--- config.mk ---
export PLATFORM = sky130hd
export DESIGN_NAME = sarp_readout_port
export DESIGN_NICKNAME = d
export VERILOG_FILES = /design/src/rtl/sarp_pkg.sv /design/src/rtl/sarp_result_buffer.sv /design/src/rtl/sarp_readout_port.sv
export SDC_FILE = /design/constraint.sdc
export NUM_CORES = 1
export LEC_CHECK = 0
export BUFFER_PORTS_ARGS = -buffer_cell sky130_fd_sc_hd__buf_2
export CAP_MARGIN = 10
export CORE_MARGIN = 8
export CORE_UTILIZATION = 49
export CTS_CLUSTER_DIAMETER = 150
export DETAILED_ROUTE_END_ITERATION = 6
export GPL_TIMING_DRIVEN = 1
export PLACE_DENSITY_LB_ADDON = 0.05
export SLEW_MARGIN = 20
export SYNTH_ARGS = -nofsm -noshare
export SYNTH_HDL_FRONTEND = slang
export SYNTH_SLANG_ARGS = --single-unit
--- constraint.sdc ---
create_clock -name clock -period 2.29 [get_ports clock]
set_input_delay 0.1145 -clock clock [delete_from_list [all_inputs] [get_ports clock]]
set_output_delay 0.1145 -clock clock [all_outputs]
set_load 0.01 [all_outputs]
--- src/rtl/sarp_pkg.sv ---
// Shared constants and types for the serial converter readout port.
// Assumes a 50 MHz system clock; all times are converted to cycles here.
package sarp_pkg;
    localparam int RESULT_BITS   = 12;
    localparam int FRAME_BITS    = 16;
    localparam int LEAD_ZEROS    = FRAME_BITS - RESULT_BITS;
    localparam int BUFFER_DEPTH  = 2;

    localparam int CLOCK_PERIOD_NS = 20;
    localparam int CONVERT_NS      = 3300;
    localparam int DATA_HOLD_NS    = 20;

    // Least times round up; the data hold is never below one cycle
    localparam int CONVERT_CYCLES   = (CONVERT_NS + CLOCK_PERIOD_NS - 1) / CLOCK_PERIOD_NS;
    localparam int DATA_HOLD_CYCLES = ((DATA_HOLD_NS + CLOCK_PERIOD_NS - 1) / CLOCK_PERIOD_NS) < 1 ? 1 :
                                      ((DATA_HOLD_NS + CLOCK_PERIOD_NS - 1) / CLOCK_PERIOD_NS);

    localparam logic MODE_INTERNAL = 1'b0;
    localparam logic MODE_EXTERNAL = 1'b1;

    typedef enum logic [1:0] {
        CONV_IDLE,
        CONV_RUN,
        CONV_PUSH
    } sarp_conv_type;

    typedef enum logic [1:0] {
        SER_IDLE,
        SER_SHIFT,
        SER_HOLD
    } sarp_ser_type;
endpackage : sarp_pkg

--- src/rtl/sarp_result_buffer.sv ---
// Small result FIFO between the converter and the serial shifter.
// Assumes both sides run on the same clock; pop and push may coincide.
`timescale 1ns/10ps
module sarp_result_buffer #(
    parameter int WIDTH = 12,
    parameter int DEPTH = 2
) (
    // Clock and reset
    input  wire logic             clock,
    input  wire logic             rst_n,
    // Fill side
    input  wire logic [WIDTH-1:0] in_data,
    input  wire logic             in_valid,
    output logic                  in_ready,
    // Drain side
    output logic      [WIDTH-1:0] out_data,
    output logic                  out_valid,
    input  wire logic             out_ready
);
    localparam int PTR_W = (DEPTH > 1) ? $clog2(DEPTH) : 1;

    // Pointers wrap by overflow, so only powers of two are served
    if (DEPTH < 2 || (DEPTH & (DEPTH - 1)) != 0) begin : g_bad_depth
        $error("Buffer depth must be a power of two, at least 2");
    end

    logic [WIDTH-1:0] mem [DEPTH];
    logic [PTR_W-1:0] wr_ptr;
    logic [PTR_W-1:0] rd_ptr;
    logic [PTR_W:0]   fill;
    logic [PTR_W-1:0] next_wr_ptr;
    logic [PTR_W-1:0] next_rd_ptr;
    logic [PTR_W:0]   next_fill;
    logic             do_push;
    logic             do_pop;

    always_comb begin
        do_push     = in_valid && in_ready;
        do_pop      = out_valid && out_ready;
        next_wr_ptr = do_push ? wr_ptr + PTR_W'(1) : wr_ptr;
        next_rd_ptr = do_pop ? rd_ptr + PTR_W'(1) : rd_ptr;
        next_fill   = fill;
        if (do_push && !do_pop) begin
            next_fill = fill + (PTR_W+1)'(1);
        end else if (do_pop && !do_push) begin
            next_fill = fill - (PTR_W+1)'(1);
        end
    end

    always_ff @(posedge clock) begin
        if (!rst_n) begin
            wr_ptr <= '0;
            rd_ptr <= '0;
            fill   <= '0;
        end else begin
            wr_ptr <= next_wr_ptr;
            rd_ptr <= next_rd_ptr;
            fill   <= next_fill;
        end
        if (do_push) begin
            mem[wr_ptr] <= in_data;
        end
    end

    // Full only counts stored words, so a stalled drain really stops the source
    assign in_ready  = (fill != (PTR_W+1)'(DEPTH));
    assign out_valid = (fill != '0);
    assign out_data  = mem[rd_ptr];
endmodule : sarp_result_buffer

--- src/rtl/sarp_readout_port.sv ---
// Digital side of a 12-bit converter with a three-wire serial readout.
// Assumes the select/convert pin and serial clock come from the host, asynchronous
// to clock; sample_code is offset-binary from the comparator on the same clock.
`timescale 1ns/10ps
module sarp_readout_port #(
    parameter int RESULT_BITS = sarp_pkg::RESULT_BITS,
    parameter int FRAME_BITS  = sarp_pkg::FRAME_BITS
) (
    // Clock and reset
    input  wire logic                   clock,
    input  wire logic                   rst_n,
    // Static configuration
    input  wire logic                   mode_select,
    // Host pins
    input  wire logic                   select_convert_pin,
    input  wire logic                   serial_clock_pin,
    output logic                        serial_result_out,
    output logic                        serial_result_oe,
    // Converter core
    input  wire logic [RESULT_BITS-1:0] sample_code,
    output logic                        track_hold,
    output logic                        conversion_busy
);
    localparam int CNT_W = 8;
    localparam int BIT_W = $clog2(FRAME_BITS + 1);

    // The frame needs at least one leading zero; counters must reach the timing counts
    if (RESULT_BITS < 2 || FRAME_BITS <= RESULT_BITS) begin : g_bad_frame
        $error("Frame must be wider than the result");
    end
    if (sarp_pkg::CONVERT_CYCLES >= (1 << CNT_W) || sarp_pkg::DATA_HOLD_CYCLES >= (1 << CNT_W)) begin : g_bad_count
        $error("Timing counts exceed counter width");
    end

    // Offset binary to two's complement is an inversion of the sign bit
    function automatic logic [RESULT_BITS-1:0] to_twos(input logic [RESULT_BITS-1:0] code);
        to_twos = {~code[RESULT_BITS-1], code[RESULT_BITS-2:0]};
    endfunction : to_twos

    // Pin synchronisers
    logic sclk_meta;
    logic sclk_sync;
    logic sclk_prev;
    logic sel_meta;
    logic sel_sync;
    logic sel_prev;
    logic sclk_fall;
    logic sel_fall;
    logic sel_low;
    logic mode_ext;

    always_ff @(posedge clock) begin
        if (!rst_n) begin
            sclk_meta <= 1'b0;
            sclk_sync <= 1'b0;
            sclk_prev <= 1'b0;
            sel_meta  <= 1'b1;
            sel_sync  <= 1'b1;
            sel_prev  <= 1'b1;
        end else begin
            sclk_meta <= serial_clock_pin;
            sclk_sync <= sclk_meta;
            sclk_prev <= sclk_sync;
            sel_meta  <= select_convert_pin;
            sel_sync  <= sel_meta;
            sel_prev  <= sel_sync;
        end
    end

    assign sclk_fall = sclk_prev && !sclk_sync;
    assign sel_fall  = sel_prev && !sel_sync;
    assign sel_low   = !sel_sync;
    // Mode is read live; changing it mid-frame is not supported
    assign mode_ext  = (mode_select == sarp_pkg::MODE_EXTERNAL);

    // Buffer wiring
    logic [RESULT_BITS-1:0] buf_in_data;
    logic                   buf_in_valid;
    logic                   buf_in_ready;
    logic [RESULT_BITS-1:0] buf_out_data;
    logic                   buf_out_valid;
    logic                   buf_out_ready;

    // Conversion control
    sarp_pkg::sarp_conv_type conv_state;
    sarp_pkg::sarp_conv_type next_conv_state;
    logic [CNT_W-1:0]        conv_cnt;
    logic [CNT_W-1:0]        next_conv_cnt;
    logic [RESULT_BITS-1:0]  code_reg;
    logic [RESULT_BITS-1:0]  next_code_reg;
    logic                    next_track_hold;

    always_comb begin
        next_conv_state = conv_state;
        next_conv_cnt   = conv_cnt;
        next_code_reg   = code_reg;
        unique case (conv_state)
            sarp_pkg::CONV_IDLE: begin
                next_conv_cnt = '0;
                if (sel_fall) begin
                    if (mode_ext) begin
                        next_code_reg   = to_twos(sample_code);
                        next_conv_state = sarp_pkg::CONV_PUSH;
                    end else begin
                        next_conv_state = sarp_pkg::CONV_RUN;
                    end
                end
            end
            sarp_pkg::CONV_RUN: begin
                if (mode_ext) begin
                    if (sclk_fall) begin
                        next_conv_cnt = conv_cnt + CNT_W'(1);
                    end
                    if (!sel_low || (sclk_fall && conv_cnt == CNT_W'(FRAME_BITS - 1))) begin
                        next_conv_state = sarp_pkg::CONV_IDLE;
                    end
                end else begin
                    next_conv_cnt = conv_cnt + CNT_W'(1);
                    if (conv_cnt == CNT_W'(sarp_pkg::CONVERT_CYCLES - 1)) begin
                        next_code_reg   = to_twos(sample_code);
                        next_conv_state = sarp_pkg::CONV_PUSH;
                    end
                end
            end
            sarp_pkg::CONV_PUSH: begin
                if (mode_ext && sclk_fall) begin
                    next_conv_cnt = conv_cnt + CNT_W'(1);
                end
                // A full buffer stalls here, so no result is dropped
                if (buf_in_ready) begin
                    next_conv_state = mode_ext ? sarp_pkg::CONV_RUN : sarp_pkg::CONV_IDLE;
                end
            end
        endcase
        next_track_hold = (next_conv_state == sarp_pkg::CONV_RUN) ||
                          (mode_ext && next_conv_state == sarp_pkg::CONV_PUSH);
    end

    always_ff @(posedge clock) begin
        if (!rst_n) begin
            conv_state      <= sarp_pkg::CONV_IDLE;
            conv_cnt        <= '0;
            code_reg        <= '0;
            track_hold      <= 1'b0;
            conversion_busy <= 1'b0;
        end else begin
            conv_state      <= next_conv_state;
            conv_cnt        <= next_conv_cnt;
            code_reg        <= next_code_reg;
            track_hold      <= next_track_hold;
            conversion_busy <= next_conv_state != sarp_pkg::CONV_IDLE;
        end
    end

    assign buf_in_data  = code_reg;
    assign buf_in_valid = (conv_state == sarp_pkg::CONV_PUSH);

    sarp_result_buffer #(
        .WIDTH (RESULT_BITS),
        .DEPTH (sarp_pkg::BUFFER_DEPTH)
    ) u_buffer (
        .clock     (clock),
        .rst_n     (rst_n),
        .in_data   (buf_in_data),
        .in_valid  (buf_in_valid),
        .in_ready  (buf_in_ready),
        .out_data  (buf_out_data),
        .out_valid (buf_out_valid),
        .out_ready (buf_out_ready)
    );

    // Serial shifter
    sarp_pkg::sarp_ser_type ser_state;
    sarp_pkg::sarp_ser_type next_ser_state;
    logic [FRAME_BITS-1:0]  shift_reg;
    logic [FRAME_BITS-1:0]  next_shift_reg;
    logic [BIT_W-1:0]       bit_cnt;
    logic [BIT_W-1:0]       next_bit_cnt;
    logic [CNT_W-1:0]       hold_cnt;
    logic [CNT_W-1:0]       next_hold_cnt;
    logic                   next_out;
    logic                   next_oe;
    logic                   frame_open;

    always_comb begin
        next_ser_state = ser_state;
        next_shift_reg = shift_reg;
        next_bit_cnt   = bit_cnt;
        next_hold_cnt  = hold_cnt;
        next_out       = serial_result_out;
        next_oe        = serial_result_oe;
        buf_out_ready  = 1'b0;
        frame_open     = !mode_ext || sel_low;
        unique case (ser_state)
            sarp_pkg::SER_IDLE: begin
                next_oe  = 1'b0;
                next_out = 1'b0;
                if (buf_out_valid && frame_open) begin
                    buf_out_ready  = 1'b1;
                    next_shift_reg = {{(FRAME_BITS - RESULT_BITS){1'b0}}, buf_out_data};
                    next_out       = 1'b0;
                    next_oe        = 1'b1;
                    next_bit_cnt   = '0;
                    next_ser_state = sarp_pkg::SER_SHIFT;
                end
            end
            sarp_pkg::SER_SHIFT: begin
                if (!frame_open) begin
                    next_oe        = 1'b0;
                    next_ser_state = sarp_pkg::SER_IDLE;
                end else if (sclk_fall) begin
                    if (bit_cnt == BIT_W'(FRAME_BITS - 1)) begin
                        next_hold_cnt  = '0;
                        next_ser_state = sarp_pkg::SER_HOLD;
                    end else begin
                        next_shift_reg = {shift_reg[FRAME_BITS-2:0], 1'b0};
                        next_out       = shift_reg[FRAME_BITS-2];
                        next_bit_cnt   = bit_cnt + BIT_W'(1);
                    end
                end
            end
            sarp_pkg::SER_HOLD: begin
                next_hold_cnt = hold_cnt + CNT_W'(1);
                if (!frame_open || hold_cnt == CNT_W'(sarp_pkg::DATA_HOLD_CYCLES - 1)) begin
                    next_oe        = 1'b0;
                    next_ser_state = sarp_pkg::SER_IDLE;
                end
            end
            default: begin
                next_oe        = 1'b0;
                next_ser_state = sarp_pkg::SER_IDLE;
            end
        endcase
        // A released line rests low, so the last frame bit never lingers undriven
        if (!next_oe) begin
            next_out = 1'b0;
        end
    end

    always_ff @(posedge clock) begin
        if (!rst_n) begin
            ser_state         <= sarp_pkg::SER_IDLE;
            shift_reg         <= '0;
            bit_cnt           <= '0;
            hold_cnt          <= '0;
            serial_result_out <= 1'b0;
            serial_result_oe  <= 1'b0;
        end else begin
            ser_state         <= next_ser_state;
            shift_reg         <= next_shift_reg;
            bit_cnt           <= next_bit_cnt;
            hold_cnt          <= next_hold_cnt;
            serial_result_out <= next_out;
            serial_result_oe  <= next_oe;
        end
    end
endmodule : sarp_readout_port

# Word-level counts from Yosys, hierarchy flattened

Memories as Yosys holds them, arrays and structs flattened. A register that Yosys moved wholly into a read port is not among the register bits.
Cells that the tools add are included.

Bitwise operators: 1
Reductions and logical operators: 36
Multiplexer cells: 52
Equality and inequality tests: 24
Add/sub/neg operators: 7

Operator list:

| cell                                                                  | number |
|---|---|
| 15-bit two-way mux                                                    | 4 |
| 12-bit two-way mux                                                    | 4 |
| 8-bit two-way mux                                                     | 6 |
| 15-bit case mux with 2 select lines                                   | 1 |
| 2-bit two-way mux                                                     | 13 |
| 2-bit inequality test, second input constant                          | 12 |
| 12-bit case mux with 2 select lines                                   | 1 |
| 8-bit case mux with 3 select lines                                    | 1 |
| 5-bit two-way mux                                                     | 4 |
| 8-bit by 1-bit adder with 8-bit output, second input constant         | 2 |
| 8-bit case mux with 2 select lines                                    | 1 |
| 1-bit two-way mux                                                     | 12 |
| 2-bit case mux with 3 select lines                                    | 2 |
| 4-bit AND reduction                                                   | 3 |
| 2-bit nonzero test                                                    | 6 |
| 1-bit logical AND                                                     | 10 |
| 5-bit case mux with 2 select lines                                    | 1 |
| 5-bit AND reduction                                                   | 2 |
| 3-bit inequality test, second input constant                          | 3 |
| 8-bit by 4-bit equality test with 1-bit output, second input constant | 1 |
| 8-bit equality test, second input constant                            | 1 |
| 8-bit logical NOT                                                     | 1 |
| 2-bit by 1-bit equality test with 1-bit output, second input constant | 3 |
| 2-bit equality test, second input constant                            | 3 |
| other kinds (12)                                                      | 23 |

Bits in writable memories: 24
Flip-flop bits (word level): 66
Input bits: 17
Memories: 1
Output and inout port bits: 4

Memory list:

| name         | words | width | rd ports | clocked after memory_dff | write ports | line                     | text |
|---|---|---|---|---|---|---|---|
| u_buffer.mem | 2     | 12    | 1        | 1                        | 1           | sarp_result_buffer.sv:27 | `logic [WIDTH-1:0] mem [DEPTH];` |

# Depth between registers and ports, before layout

Gate-level depths: netlist of the first run.

Depth in word-level cells: 10
Mapped depth: 9

# Modules after synthesis

From an unflattened synthesis of the first run, not the netlist that was laid out.

Cell total of the unflattened synthesis: 377
Area total of the unflattened synthesis: 3937.5 um2

Modules (own cells, without submodules):

| module             | cells an instance | instances | area an instance (um2) |
|---|---|---|---|
| sarp_readout_port  | 316               | 1         | 2834.0 |
| sarp_result_buffer | 61                | 1         | 1103.6 |

# Worst setup path before layout of the first run

No wires, ideal clock.

Kind: flip-flop to flip-flop
From: register bit_cnt[0]
To: register shift_reg[10]
Buffers on the path: 1
Library setup time: 70 ps
Clock period less this slack: 1928 ps
Cell stages (with the launch flop): 9
Path slack: 362 ps
Required time: 2220 ps
Arrival time: 1858 ps
Cell sequence: dfxtp_1 > ha_1 > and3_1 > ha_1 > or3_4 > o21ai_4 > buf_6 > o211ai_1 > a21oi_1

Cells in the longest elaborated chain, start to end: 3

Ends and longest elaborated chain:

| element                                        | line                     | text |
|---|---|---|
| start, declared                                | sarp_readout_port.sv:177 | `logic [BIT_W-1:0] bit_cnt;` |
| start signal, assigned                         | sarp_readout_port.sv:251 | `bit_cnt <= next_bit_cnt;` |
| 5-bit by 4-bit equality test with 1-bit output | sarp_readout_port.sv:212 | `if (bit_cnt == BIT_W'(FRAME_BITS - 1)) begin` |
| 2-bit inequality test (no line)                | -                        |  |
| 5-bit AND reduction (no line)                  | -                        |  |
| end signal, assigned                           | sarp_readout_port.sv:250 | `shift_reg <= next_shift_reg;` |
| end, declared                                  | sarp_readout_port.sv:175 | `logic [FRAME_BITS-1:0] shift_reg;` |

Every way passes these cells.
A chain may end at the register's enable or synchronous reset.

# Worst setup path after layout of the first run

From: register bit_cnt[0]
To: register bit_cnt[3]

Cells in the longest elaborated chain, start to end: 5
Elaborated cells on any way between the ends: 8
Classes of those cells: add/sub: 1; eq/ne: 2; mux: 4; reduce/logical: 1

Ends and longest elaborated chain:

| element                                | line                     | text |
|---|---|---|
| 5-bit by 1-bit adder with 5-bit output | sarp_readout_port.sv:218 | `next_bit_cnt = bit_cnt + BIT_W'(1);` |
| 5-bit two-way mux                      | sarp_readout_port.sv:212 |  |
| 5-bit two-way mux                      | sarp_readout_port.sv:211 | `end else if (sclk_fall) begin` |
| 5-bit two-way mux                      | sarp_readout_port.sv:208 | `if (!frame_open) begin` |
| 5-bit case mux with 2 select lines     | sarp_readout_port.sv:194 | `unique case (ser_state)` |

Several ways; a longest one is shown, not always the timed one. The select of a mux whose other input is x is not followed.

==> impl_metrics.json, run 1 <==
{
  "outcome": "finished clean",
  "grt_max_degree": 23,
  "irDropWorstVdd_v": 0.000538,
  "drtIter0Drc": 149,
  "grt_pass1_wl_mm": 12.2,
  "fill_cells": 669,
  "cellPowerDensity_nw_per_um2": 890,
  "ys_warn_count": 0,
  "synth_top_cells_by_count": "dfxtp_1 (67), nor2_1 (49), nand2_1 (40), a21oi_1 (28)",
  "synth_nets": 405,
  "start_kind": "flip-flop",
  "tightestPinTransition_ns": 0.721,
  "h-tree-depth": 3,
  "ant_nets": 0,
  "clock-sinks": 91,
  "max_freq_mhz": 502,
  "hold_class": "in2reg",
  "ys_seq_area_frac": 0.538,
  "die_w_um": 104,
  "clock_latency_ns": 0.34,
  "crit_required_ns": 2.56,
  "largest_reg_flops": 24,
  "clk_pin_slew_worst_paths_ns": 0.09,
  "antenna_cells": 0,
  "die_h_um": 104,
  "maxSlewViolCount": 0,
  "rsz0062_at_grt": "false",
  "avgRoutedWirePerCell_um": 13.2,
  "grtUsageTotal": 0.134,
  "initial_utilization": 0.501,
  "dr.pass1.iters": 4,
  "critPathMaxFanout": 3,
  "finalCritPeriodShare": 0.870,
  "p_leak_uw": 0.00160,
  "area_growth_pct": 15.1,
  "synth_most_common_cell": "dfxtp_1",
  "dpl_cell_area_um2": 4040,
  "routed_wl_mm": 6.85,
  "drc_errors": 0,
  "setup_tns_ns": 0,
  "slew_headroom": 0.519,
  "ctsResizeCount": 0,
  "syn_inst": 378,
  "synthDistinctLibCells": 50,
  "synth_top_area_share": 0.350,
  "final_layout_size_suffix_gt1_frac": 0.124,
  "synth_edf_count": 24,
  "antenna_found_initial": 0,
  "io_buffers": 20,
  "multi_input_area_um2": 1620,
  "fin_area_um2": 4410,
  "numCtsBuffers": 9,
  "final-hold-violation-count": 0,
  "drv_cap": 0,
  "die_area_um2": 10900,
  "synthTopCellsByArea": "dfxtp_1 (35%), edfxtp_1 (19%), mux2i_1 (6.3%)",
  "synth_area_per_cell_um2": 10.1,
  "cts-root-buf": "clkbuf_8",
  "finClkSkew_ns": 0.00957,
  "synth_flop_cell": "dfxtp_1",
  "ctsLongestPathBuffers": 2,
  "drt-vias-per-instance": 5.11,
  "path_class": "reg2reg",
  "min_period_ns": 1.99,
  "core_um2": 7650,
  "dpl.hpwl_mm": 4.64,
  "cts_tree": "done",
  "postLayoutCoreUtil": 0.577,
  "setup_viol": 0,
  "critPathCaptureType": "flip-flop",
  "critical_path_arrival_ns": 2.26,
  "synthArstFlopShare": 0,
  "synth_area_um2": 3830,
  "ys_ff_latch": 91,
  "grt_pass1_vias": 2636,
  "place_congestion": 0.754,
  "pin_count": 21,
  "num_vias": 2655,
  "grt_overflow": 0,
  "fin_nets": 440,
  "rows": 32,
  "ff_latch_area_um2": 2060,
  "synth.largest_area_cell": "dfxtp_1"
}
-- layer usage --
layer  track usage  vias to the layer above  wire [um]
met5             0                        -          0
met4        0.0589                        0         79
met3        0.0260                        5        215
met2         0.209                       39       3000
met1         0.174                     1227       3550
li1              -                     1384          -
-- worst max-delay path: stages (launching register included) --
cell	delay [ns]
dfxtp_1	0.34
ha_1	0.20
and3_1	0.18
ha_1	0.20
nor4_1	0.39
nor2_1	0.12
or3_1	0.36
a21oi_1	0.14
-- through the flow --
step	setup WS (ns)	power [uW]	hold slack, ns	instances
floorplan	0.362	2440	0.210	378
global placement	0.363	2640	0.297	492
detailed placement	0.303	2650	0.303	492
CTS	0.311	3970	0.0000947	520
global route	0.0776	4140	0.0163	520
finish	0.298	3930	0.0181	520
-- placed cells by master, fill, tap and decap left out, types with 13 or more instances in the layout --
cell type   n
inv_1      15
xor2_1     13
dfxtp_1    67
buf_2      20
a21oi_1    28
mux2i_1    24
edfxtp_1   24
nor2_1     49
nand2_1    40
-- area by class of cell --
class	count	area share
clock buffer	9	0.0281
inverter	15	0.0128
tap	102	0.0289
clock inverter	7	0.0281
timing repair buffer	40	0.0664
multi-input combinational	256	0.368
sequential	91	0.468
-- where the power goes --
group / leakage, uW / internal (uW) / switching (uW)
logic: 0.000710 / 330 / 392
registers: 0.000768 / 1780 / 121
clock network: 0.000120 / 733 / 570
total: 0.00160 / 2840 / 1080
-- worst paths after layout --
check | startpoint | to | slack, ns | depth (start not counted)
min reg2reg | sel_meta | sel_sync | 0.42 | 1
max | bit_cnt[0] | bit_cnt[3] | 0.30 | 7
min | sample_code[4] | buf_in_data[4] | 0.02 | 3
max reg2reg | bit_cnt[0] | bit_cnt[3] | 0.30 | 7
-- kinds of logic (layout without fill, tap and decap cells) --
group	Yosys count	count (layout)	synth area share
flops	91	91	0.538
buf+inv	31	71	0.0382
mux	25	25	0.0656
simple gates	141	141	0.181
compound gates	62	62	0.103
xor+xnor	18	18	0.0411
fa+ha+maj	10	10	0.0326
-- repair_timing --
item,4_1_cts,5_1_grt
endpoints found under the hold margin,12,0
buffers inserted,0,0
hold buffers,12,0
No activity file was read; power rests on OpenSTA's default activity.
==> inputs of run 2 (changes only) <==
--- a/config.mk
+++ b/config.mk
@@ -13,6 +13,7 @@
 export DETAILED_ROUTE_END_ITERATION = 6
 export GPL_TIMING_DRIVEN = 1
 export PLACE_DENSITY_LB_ADDON = 0.05
+export REMOVE_ABC_BUFFERS = 1
 export SLEW_MARGIN = 20
 export SYNTH_ARGS = -nofsm -noshare
 export SYNTH_HDL_FRONTEND = slang
==> run 2 against run 1 <==
Clock power fell by 18%. Clock skew rose by 0.0012 ns. Utilization fell by 0.23 points. Wire length fell by 2.0%. Worst setup slack got worse by 0.11 ns. Critical path depth did not move. Hold slack improved by 0.016 ns. Design area fell by 0.40%. Largest cell class unchanged. Highest routed layer unchanged.
==> impl_metrics.json, run 2 (synthesized netlist as in run 1, its figures left out) <==
{
  "outcome": "finished clean",
  "rsz0062_at_grt": "false",
  "drtIter0Drc": 71,
  "initial_utilization": 0.501,
  "drt-vias-per-instance": 5.10,
  "crit_top_cell": "ha_1",
  "antenna_cells": 0,
  "tightestPinTransition_ns": 0.630,
  "finalCritPeriodShare": 0.917,
  "numCtsBuffers": 9,
  "ctsLongestPathBuffers": 2,
  "fin_area_um2": 4390,
  "grt_pass1_wl_mm": 11.8,
  "fin_nets": 443,
  "drc_errors": 0,
  "place_congestion": 0.782,
  "finClkSkew_ns": 0.0107,
  "r2r_cells": 7,
  "dpl.hpwl_mm": 4.70,
  "pin_count": 21,
  "avgRoutedWirePerCell_um": 12.8,
  "endpoint": "bit_cnt[3]",
  "ctsResizeCount": 0,
  "crit_start": "bit_cnt[0]",
  "critical_path_arrival_ns": 2.38,
  "cp_slowest_cell": "or3_1",
  "rr_endpoint": "bit_cnt[3]",
  "fin_ws_ns": 0.191,
  "area_growth_pct": 14.6,
  "setup_tns_ns": 0,
  "crit_required_ns": 2.57,
  "path_class": "reg2reg",
  "h-tree-depth": 3,
  "dr.pass1.iters": 4,
  "slowest_delay_ns": 0.39,
  "grt_pass1_vias": 2626,
  "cts-root-buf": "clkbuf_8",
  "hold_buffers": 14,
  "min_period_ns": 2.10,
  "io_buffers": 20,
  "r2r_slack_ns": 0.19,
  "cellPowerDensity_nw_per_um2": 840,
  "ant_nets": 0,
  "mostFrequentLayoutCells": "dfxtp_1 (67), nor2_1 (49), nand2_1 (40)",
  "rr_startpoint": "bit_cnt[0]",
  "dp_slack_ns": 0.204,
  "critPathCaptureType": "flip-flop",
  "power.total_uw": 3690,
  "clock_latency_ns": 0.35,
  "die_w_um": 104,
  "setup_viol": 0,
  "cts_tree": "done",
  "start_kind": "flip-flop",
  "rows": 32,
  "clk_pin_slew_worst_paths_ns": 0.10,
  "p_leak_uw": 0.00160,
  "final_common_cell": "dfxtp_1",
  "final_layout_size_suffix_gt1_frac": 0.126,
  "clock-sinks": 91,
  "maxSlewViolCount": 0,
  "final-hold-violation-count": 0,
  "die_area_um2": 10900,
  "path_cells": "ha_1, and3_1, ha_1, nor4_1, nor2_1, or3_1, a21oi_1",
  "dpl_cell_area_um2": 4050,
  "hold_depth": 2,
  "slew_headroom": 0.580,
  "drv_cap": 0,
  "hold_class": "in2reg",
  "irDropWorstVdd_v": 0.000404,
  "routed_wl_mm": 6.71,
  "core_um2": 7650,
  "critPathMaxFanout": 10,
  "grtUsageTotal": 0.130,
  "fill_cells": 696,
  "largest_reg_flops": 24,
  "grt_overflow": 0,
  "max_freq_mhz": 476,
  "cts_setup_buffers": 0,
  "num_vias": 2665,
  "die_h_um": 104,
  "antenna_found_initial": 0,
  "grt_max_degree": 25
}
[run 2: layout make-up]
type	instances	area [um2]	share of cell area
well taps	102	128	0.0291
clock buffers	9	124	0.0282
inverters	15	56.3	0.0128
multi-input cells	256	1620	0.370
clock inverters	7	78.8	0.0179
flip-flops and latches	91	2060	0.469
repair buffers	43	320	0.0729
[run 2: through the flow]
| stage | hold WS [ns] | utilization | std cells |
|---|---|---|---|
| after floorplan | 0.188 | - | 362 |
| after global placement | 0.294 | 0.530 | 493 |
| after detailed placement | 0.301 | 0.530 | 493 |
| after CTS | 0.0136 | 0.574 | 523 |
| after global routing | 0.0196 | 0.574 | 523 |
| final | 0.0340 | 0.574 | 523 |
[run 2: report_power, final]
group / switching [uW] / internal (uW)
Combinational: 428 / 332
Sequential: 80.7 / 1780
Clock: 629 / 438
[run 2: routing by layer]
layer | wire length (um) | GRT usage | vias to the layer above
li1 | - | - | 1394
met1 | 3360 | 0.163 | 1237
met2 | 3080 | 0.205 | 27
met3 | 196 | 0.0322 | 7
met4 | 72 | 0.0620 | 0
met5 | 0 | 0 | -
[run 2: how the worst min path moves through the flow]
stage                       start       end  slack [ns]
3_5_place_dp   select_convert_pin  sel_meta        0.30
6_report                    rst_n  sel_prev        0.03
4_1_cts                     rst_n  sel_prev        0.01
2_1_floorplan               rst_n  sel_meta        0.19
3_3_place_gp   select_convert_pin  sel_meta        0.29
5_1_grt                     rst_n  sel_prev        0.02
[run 2: worst max-delay path, delay by kind of cell (launching register included)]
kind	cells	cell delay, ns
and+or+nand+nor	4	1.13
adders and majority gates	2	0.42
DFF	1	0.35
AOI/OAI and AO/OA	1	0.14
